`src/rtl/pcc_defs.svh`:
```
`ifndef PCC_DEFS_SVH
`define PCC_DEFS_SVH

// ----------------------------------------
// Capture block constants
// ----------------------------------------
`define PCC_WORD_W 32
`define PCC_DEPTH 16
`define PCC_PTR_W 4
`define PCC_CNT_W 5
`define PCC_TS_W 24
`define PCC_CODE_W 8
`define PCC_TS_RESET 24'h000000
`define PCC_WORD_RESET 32'h00000000
`define PCC_CODE_LSB 0
`define PCC_TS_LSB 8

`endif

```
`src/rtl/pcc_pkg.sv`:
```
`include "pcc_defs.svh"

package pcc_pkg;
	typedef logic [`PCC_WORD_W-1:0] pcc_word_t;
	typedef logic [`PCC_TS_W-1:0] pcc_ts_t;
	typedef logic [`PCC_PTR_W-1:0] pcc_ptr_t;
	typedef logic [`PCC_CNT_W-1:0] pcc_cnt_t;
endpackage

```
`src/rtl/pcc_capture.sv`:
```
// Notes on behaviour
// Captured entries sit in a FIFO of sixteen 32-bit words.
// A 24-bit timer counts freely and supplies each entry's timestamp.
// Each host data write pushes the byte joined with the current timestamp.
// Host reads of the data register return zero and leave the FIFO alone.
// A write into a full FIFO with no controller read beside it drops the oldest entry and sets overrun.
// Only the controller reads FIFO contents; the host has no read path.
// Host writes through its own port; controller reads and controls separately.
// Host data port is byte wide; wider writes must not be issued.
// Each controller read returns and removes the oldest entry, in order.
`timescale 1ns/1ps
`default_nettype none
`include "pcc_defs.svh"

module pcc_capture
	import pcc_pkg::*;
(
	input wire logic CLK,
	input wire logic RST_B,
	input wire logic HOST_WR,
	input wire logic HOST_RD,
	input wire logic [`PCC_CODE_W-1:0] HOST_WDATA,
	output logic [`PCC_CODE_W-1:0] HOST_RDATA,
	input wire logic EC_RD,
	input wire logic EC_OVR_CLR,
	output pcc_word_t EC_RDATA,
	output logic EC_RVALID,
	output logic EC_NOT_EMPTY,
	output logic EC_OVERRUN,
	output pcc_cnt_t EC_COUNT
);
	// ----------------------------------------
	// Storage and state
	// ----------------------------------------
	pcc_word_t mem_r [`PCC_DEPTH];
	pcc_word_t mem_nxt [`PCC_DEPTH];
	pcc_ptr_t wr_ptr_r, wr_ptr_nxt;
	pcc_ptr_t rd_ptr_r, rd_ptr_nxt;
	pcc_cnt_t count_r, count_nxt;
	logic ovr_r, ovr_nxt;
	pcc_word_t rdata_r, rdata_nxt;
	logic rvalid_r, rvalid_nxt;
	logic [`PCC_CODE_W-1:0] hrdata_r, hrdata_nxt;
	logic ne_r, ne_nxt;
	pcc_ts_t stamp;
	pcc_word_t entry;
	logic full, empty, do_pop, drop;

	// Timestamp source.
	pcc_timer u_timer (
		.clk(CLK),
		.rst_b(RST_B),
		.stamp(stamp)
	);

	// Entry is the host byte joined under the timestamp.
	assign entry = {stamp, HOST_WDATA};
	assign full = (count_r == `PCC_CNT_W'(`PCC_DEPTH));
	assign empty = (count_r == `PCC_CNT_W'(0));
	assign do_pop = EC_RD && !empty;
	assign drop = HOST_WR && full && !do_pop;

	// ----------------------------------------
	// Next-state logic
	// ----------------------------------------

	// Computes pointers, count, overrun flag and read data.
	always_comb begin
		wr_ptr_nxt = wr_ptr_r;
		rd_ptr_nxt = rd_ptr_r;
		count_nxt = count_r;
		ovr_nxt = ovr_r;
		rdata_nxt = rdata_r;
		rvalid_nxt = 1'b0;
		hrdata_nxt = '0;
		if (do_pop) begin
			rdata_nxt = mem_r[rd_ptr_r];
			rvalid_nxt = 1'b1;
			rd_ptr_nxt = rd_ptr_r + `PCC_PTR_W'(1);
		end
		if (HOST_WR) begin
			wr_ptr_nxt = wr_ptr_r + `PCC_PTR_W'(1);
		end
		if (drop) begin
			rd_ptr_nxt = rd_ptr_r + `PCC_PTR_W'(1);
		end
		if (HOST_WR && !do_pop && !full) begin
			count_nxt = count_r + `PCC_CNT_W'(1);
		end else if (do_pop && !HOST_WR) begin
			count_nxt = count_r - `PCC_CNT_W'(1);
		end
		// The flag follows the next fill level so that it leaves a flip-flop.
		ne_nxt = (count_nxt != '0);
		// A clear in the same cycle as an overrun loses to the overrun.
		if (EC_OVR_CLR) begin
			ovr_nxt = 1'b0;
		end
		if (drop) begin
			ovr_nxt = 1'b1;
		end
	end

	// Writes the new entry into the slot under the write pointer.
	generate
		for (genvar i = 0; i < `PCC_DEPTH; i++) begin : g_slot
			always_comb begin
				mem_nxt[i] = mem_r[i];
				if (HOST_WR && wr_ptr_r == `PCC_PTR_W'(i)) begin
					mem_nxt[i] = entry;
				end
			end
			always_ff @(posedge CLK or negedge RST_B) begin
				if (!RST_B) begin
					mem_r[i] <= `PCC_WORD_RESET;
				end else begin
					mem_r[i] <= mem_nxt[i];
				end
			end
		end
	endgenerate

	// ----------------------------------------
	// State registers
	// ----------------------------------------

	// Registers FIFO control and controller-side outputs.
	always_ff @(posedge CLK or negedge RST_B) begin
		if (!RST_B) begin
			wr_ptr_r <= '0;
			rd_ptr_r <= '0;
			count_r <= '0;
			ovr_r <= 1'b0;
			rdata_r <= `PCC_WORD_RESET;
			rvalid_r <= 1'b0;
			hrdata_r <= '0;
			ne_r <= 1'b0;
		end else begin
			wr_ptr_r <= wr_ptr_nxt;
			rd_ptr_r <= rd_ptr_nxt;
			count_r <= count_nxt;
			ovr_r <= ovr_nxt;
			rdata_r <= rdata_nxt;
			rvalid_r <= rvalid_nxt;
			hrdata_r <= hrdata_nxt;
			ne_r <= ne_nxt;
		end
	end

	// Output drives, all straight from flip-flops.
	assign HOST_RDATA = hrdata_r;
	assign EC_RDATA = rdata_r;
	assign EC_RVALID = rvalid_r;
	assign EC_OVERRUN = ovr_r;
	assign EC_COUNT = count_r;
	assign EC_NOT_EMPTY = ne_r;
endmodule

`default_nettype wire

```
`src/rtl/pcc_timer.sv`:
```
`timescale 1ns/1ps
`default_nettype none
`include "pcc_defs.svh"

module pcc_timer
	import pcc_pkg::*;
(
	input wire logic clk,
	input wire logic rst_b,
	output pcc_ts_t stamp
);
	pcc_ts_t cnt_r;
	pcc_ts_t cnt_nxt;

	// ----------------------------------------
	// Free-running timestamp counter
	// ----------------------------------------

	// The counter wraps silently; no software action is ever needed.
	always_comb begin
		cnt_nxt = cnt_r + `PCC_TS_W'(1);
	end

	// Registers the counter.
	always_ff @(posedge clk or negedge rst_b) begin
		if (!rst_b) begin
			cnt_r <= `PCC_TS_RESET;
		end else begin
			cnt_r <= cnt_nxt;
		end
	end

	assign stamp = cnt_r;
endmodule

`default_nettype wire

```
`config.mk`:
```
export PLATFORM = sky130hd
export DESIGN_NAME = pcc_capture
export DESIGN_NICKNAME = d
export VERILOG_FILES = /design/src/rtl/pcc_pkg.sv /design/src/rtl/pcc_capture.sv /design/src/rtl/pcc_timer.sv
export VERILOG_INCLUDE_DIRS = /design/src /design/src/rtl
export SDC_FILE = /design/constraint.sdc
export NUM_CORES = 1
export LEC_CHECK = 0
export BUFFER_PORTS_ARGS = -buffer_cell sky130_fd_sc_hd__buf_2
export CAP_MARGIN = 20
export CORE_ASPECT_RATIO = 1.25
export CORE_UTILIZATION = 57
export CTS_CLUSTER_SIZE = 28
export DETAILED_ROUTE_END_ITERATION = 10
export PLACE_DENSITY = 0.77
export SETUP_SLACK_MARGIN = 0.1
export SYNTH_ARGS = -nofsm -noshare
export SYNTH_HDL_FRONTEND = slang
export SYNTH_SLANG_ARGS = --single-unit
```
`constraint.sdc`:
```
create_clock -name CLK -period 2.3 [get_ports CLK]
set_input_delay 0.46 -clock CLK [delete_from_list [all_inputs] [get_ports CLK]]
set_output_delay 0.46 -clock CLK [all_outputs]
set_load 0.05 [all_outputs]
```
Yosys cells after proc, flatten, opt, wreduce, memory -nomap -nowiden. Cells that the tools add are included.

$add $sub $neg: 5. Order comparisons: 1. Eq/ne operators: 16. Multiplexer cells: 10. Bitwise gates (word level): 1. Reductions and logical operators: 31.

Operators with widths (number): binary-select mux 32 bit (select 4 bit) (1); two-way mux 32 bit (2); == test 4 bit, second input constant (8); adder 24 x 1 -> 24 bit, second input constant (1); logical AND 1 bit (22); == test 4 x 3 -> 1 bit, second input constant (4); two-way mux 5 bit (2); adder 4 x 1 -> 4 bit, second input constant (2); == test 4 x 2 -> 1 bit, second input constant (2); two-way mux 4 bit (2); adder 5 x 1 -> 5 bit, second input constant (1); == test 5 bit, second input constant (1); greater-or-equal comparator 5 bit, second input constant (1); zero test 5 bit (1); NOT 4 -> 5 bit (1); nonzero test 5 bit (1); subtractor 5 x 1 -> 5 bit, second input constant (1); == test 4 x 1 -> 1 bit, second input constant (1); zero test 1 bit (4); zero test 4 bit (1); nonzero test 2 bit (2); two-way mux 1 bit (3).

Bits in registers: 584. Input port bits: 14. Output and inout port bits: 48. Logic and storage cells: 88.

Logic depth before layout (Yosys ltp).
Word-level depth: 8. Depth in mapped cells: 8. Gate-level depth less buffers: 7.

Cells and area by module. A second synthesis with hierarchy kept.

Cells, all modules: 1643. Area total of the unflattened synthesis: 25976.2 sq um.

Modules (own cells, without submodules): pcc_capture (times used 1, cells each 1560, area each 24955.2 sq um, sequential area each 14013.4 sq um); pcc_timer (times used 1, cells each 83, area each 1021.0 sq um, sequential area each 600.6 sq um).

Least setup slack after synthesis. OpenSTA, ideal clock, no wires.

Path type: reg2reg. Start point: register count_r[0] (netlist: EC_COUNT[0]). End point: register ne_r (netlist: EC_NOT_EMPTY). Library setup time: 139 ps. Arrival: 2315 ps. Data required time: 2161 ps. Setup slack: -154 ps. Stages on the path, launching flop included: 8. Path buffers: 0. Clock period less this slack: 2454 ps. Cells stage by stage: dfrtp_1 inv_1 ha_1 or3b_4 o21ai_4 o21ai_1 xor2_1 or4b_1.

Word-level cells in the longest chain between the ends: 8. Elaborated cells between the ends (all ways): 14. Those cells by class: add/sub: 2; eq/ne: 1; mux: 2; reduce/logical: 9.

Ends and longest elaborated chain: start, declared (RTL line pcc_capture.sv:39) `pcc_cnt_t count_r, count_nxt;`; start signal, assigned (RTL line pcc_capture.sv:140) `count_r <= count_nxt;`; branches (longest 6 deep; another with subtractor 5 x 1 -> 5 bit); two-way mux 5 bit * (RTL line pcc_capture.sv:87) `if (HOST_WR && !do_pop && !full) begin`; named net count_nxt[3] (RTL line pcc_capture.sv:39); nonzero test 5 bit * (RTL line pcc_capture.sv:93) `ne_nxt = (count_nxt != '0);`; named net ne_nxt (RTL line pcc_capture.sv:44) `logic ne_r, ne_nxt;`; end signal, assigned (RTL line pcc_capture.sv:145) `ne_r <= ne_nxt;`; end, declared (RTL line pcc_capture.sv:44).

Mark *: on every way through the listed nets, which the timed path passes. A chain may end at the register's enable or synchronous reset.

Worst setup path in the final report. Ends and elaborated chain as after synthesis.

==> results.toml <==
[grt]
grt_pass1_vias = 15760
grt.total_usage_pct = 26.44
grt_pass1_wl_mm = 92.29
antenna_found_initial = 0
grt_overflow = 0
grt_max_degree = 91

[outcome]
status = "finished, violations left"
failed_checks = "DRC"

[logic_synthesis]
synth-seq-cells = 584
yosysWarnings = 0
synth-xor-area-share_pct = 1.011
ys_async_sr_fraction_pct = 100.0
synth_top_family_by_area = "multiplexers"
synth_area_leaders = "dfrtp_1 56%, mux2_2 21%, mux4_2 11%"
synth_top_area_cell = "dfrtp_1"
synth_cell_types = 47
synth_edf_count = 0
muxShareOfSynthArea_pct = 35.26
syn_avg_cell_area_sq_um = 15.50
post-synth-top-area-fraction_pct = 56.22
synth_compound_area_share_pct = 1.791
synth_cells = 1677
synthAdderAreaFrac_pct = 0.3851
synth_commonest_cells = "584 x dfrtp_1, 491 x mux2_2, 128 x mux4_2"
ys_seq_area_share_pct = 56.22
ys.flop_type = "dfrtp_1"
synth_most_common_cell = "dfrtp_1"
syn_area_sq_um = 25990
synth-simple-area-share_pct = 2.469

[sta]
tightest_slew_ns = 0.6739
finalHoldViolCount = 0
period_needed_ns = 2.183
timing.fmax_ghz = 0.4580
tns_ns = 0
fin_skew_ns = 0.01711
finalSetupViolations = 0
rsz0062_at_grt = "true"
drv_slew = 0
post-route-period-util_pct = 94.92
relSlewSlack_pct = 55.08

[critical_path]
rr_endpoint = "EC_NOT_EMPTY$_DFF_PN0_"
slowest_delay_ns = 0.53
worstSetupStartpointType = "flop"
r2r_cells = 7
critical_path.cell_chain = "inv_2, ha_4, or3b_4, o21ai_4, o21ai_2, xor2_1, or4b_1"
critical_path.endpoint = "EC_NOT_EMPTY$_DFF_PN0_"
r2r_start = "EC_COUNT[0]$_DFF_PN0_"
worstPathRequired_ns = 2.75
critPathSlowestCell = "or4b_1"
crit_start = "EC_COUNT[0]$_DFF_PN0_"
path_class = "reg -> reg"
cp-end-kind = "flop"
path_max_fanout = 5
r2r_slack_ns = 0.12
critPathArrivalTime_ns = 2.64

[power]
swShare_pct = 30.68
power.density_nw_per_um2 = 1115
p_leak_nw = 13.80
clockPowerShare_pct = 27.2
power.internal_w = 0.02268
sequentialPowerShare_pct = 42.0
p_comb_share_pct = 30.8
ir_drop_mv = 0.6788
p_switching_w = 0.01004

[clock_network]
clkSlewWorstSetupHoldPaths_ns = 0.06
clock_latency_ns = 0.59
clk_path_buf_depth = 3
numCtsBuffers = 55
cts_tree = "yes"
clock-root-buffer = "clkbuf_16"
clock-sinks = 584
htree_levels = 2

[hold_path]
whs_path_depth = 3
hold_class = "in -> reg"

[placement]
place_congestion = 0.7901
dp_hpwl_mm = 34.50
io_buffers = 52
dpl.cell_count = 2238

[detailed_routing]
via_per_inst = 6.176
first_pass_iters = 7
wirelength_mm = 58.06
dr.first_iter.drc_count = 801
drc = 32
final_antenna_net_count = 0
wl_per_cell_um = 24.78
num_vias = 14470

[run]
drv_cap = 0

[floorplan]
die_h_um = 240.8
initial_core_util_pct = 57.68
core.rowCount = 87
die_x_um = 193.0
dieArea_sq_um = 46470
core_sq_um = 45070
pin_count = 62

[layout]
drive_gt1_share_pct = 49.83
nNetsFinal = 1745
final_util_pct = 65.09
layout.cells.non_filler = 2343
syn_to_final_growth_pct = 12.85
registers in the layout, summed over array words and instances, names as in the netlist:
signal / flops
mem_r: 512
EC_NOT_EMPTY: 1
wr_ptr_r: 4
EC_COUNT: 5
EC_OVERRUN: 1
EC_RDATA: 32
rd_ptr_r: 4
u_timer.stamp: 24
EC_RVALID: 1
worst max-delay path: cells and delay by family (launching register included):
family,cells,cell delay [ns]
AND/OR/NAND/NOR,2,0.94
flip-flops,1,0.43
AO/OA/AOI/OAI,2,0.30
adder cells (fa/ha/maj),1,0.15
XOR/XNOR,1,0.15
buffers and inverters,1,0.09
per-layer routing:
layer | GRT usage, % | share of wire (%) | vias to the layer above
met4 | 7.197 | 2.2 | 0
met5 | 0 | 0 | -
met3 | 3.228 | 3.6 | 91
met2 | 46.66 | 53 | 272
li1 | - | - | 6265
met1 | 34.50 | 41 | 7842
worst min path at each step:
| stage | to | startpoint |
|---|---|---|
| 2_1_floorplan | EC_COUNT[0]$_DFF_PN0_ | RST_B |
| 3_3_place_gp | EC_OVERRUN$_DFFE_PN0P_ | RST_B |
| 3_5_place_dp | EC_OVERRUN$_DFFE_PN0P_ | RST_B |
| 4_1_cts | EC_OVERRUN$_DFFE_PN0P_ | EC_OVR_CLR |
| 5_1_grt | EC_OVERRUN$_DFFE_PN0P_ | EC_OVR_CLR |
| 6_report | EC_OVERRUN$_DFFE_PN0P_ | EC_OVR_CLR |
power by group through the flow:
stage | Clock [W] | Sequential, W | Combinational (W)
2_1_floorplan | 0 | 0.0138 | 0.00705
3_3_place_gp | 0 | 0.0137 | 0.00984
3_5_place_dp | 0 | 0.0139 | 0.0101
4_1_cts | 0.00906 | 0.0138 | 0.0101
5_1_grt | 0.00942 | 0.0140 | 0.0107
6_report | 0.00889 | 0.0138 | 0.0101
placed cells by master (no fill, tap or decap), types with 2 or more instances in the layout:
cell type	instances
dfrtp_2	2
o21ai_0	13
a21oi_1	2
mux4_2	128
nor2_1	9
dfrtp_4	3
o221ai_1	32
clkbuf_16	57
nor3_2	4
clkbuf_8	14
clkinv_2	10
mux2_1	10
nand2_1	62
inv_1	6
conb_1	8
and3_1	3
buf_4	59
and4_1	3
xor2_1	7
clkinv_4	2
xnor2_1	23
nor2b_1	3
buf_12	35
nor3b_1	2
dfrtp_1	579
clkbuf_1	13
mux2i_1	64
nor3_1	2
buf_2	51
inv_2	2
nand3_1	10
nand4_1	14
mux2_2	491
nand3_2	8
ha_1	7
layout make-up:
cell class              count  area [sq um]
inverters                   8         30.03
fillers                  3162         15730
clock buffers              84          1668
diodes                      1         2.502
repair buffers            147          1424
well taps                 578         723.2
clock inverters            14         105.1
flip-flops and latches    584         14630
multi-input cells         927         10750
cell families after synthesis:
logic type               Yosys count
other                              1
AO/OA/AOI/OAI                     58
adder cells (fa/ha/maj)            8
flip-flops                       584
multiplexers                     693
AND/OR/NAND/NOR                  130
XOR/XNOR                          30
buffers and inverters            173
what timing repair did:
action / 4_1_cts / 5_1_grt
hold buffers: 1 / 0
setup endpoints to repair: 1 / 2
gates resized for setup: 0 / 2
pin swaps: 1 / 3
setup buffers: 0 / 5
hold endpoints to repair: 29 / 0
stage by stage:
| step | instance area (sq um) | setup slack, ns | total power [W] | hold WS [ns] |
|---|---|---|---|---|
| final | 29330 | 0.1168 | 0.03271 | 0.1641 |
| after CTS | 29280 | 0.1075 | 0.03291 | 0.1445 |
| after floorplan | 26040 | 0.03887 | 0.02085 | 0.1644 |
| after detailed placement | 27500 | 0.09473 | 0.02401 | 0.4044 |
| after global routing | 29330 | 0.03065 | 0.03419 | 0.1664 |
| after global placement | 27500 | 0.1330 | 0.02356 | 0.4133 |
(Power assumes the default switching activity.)
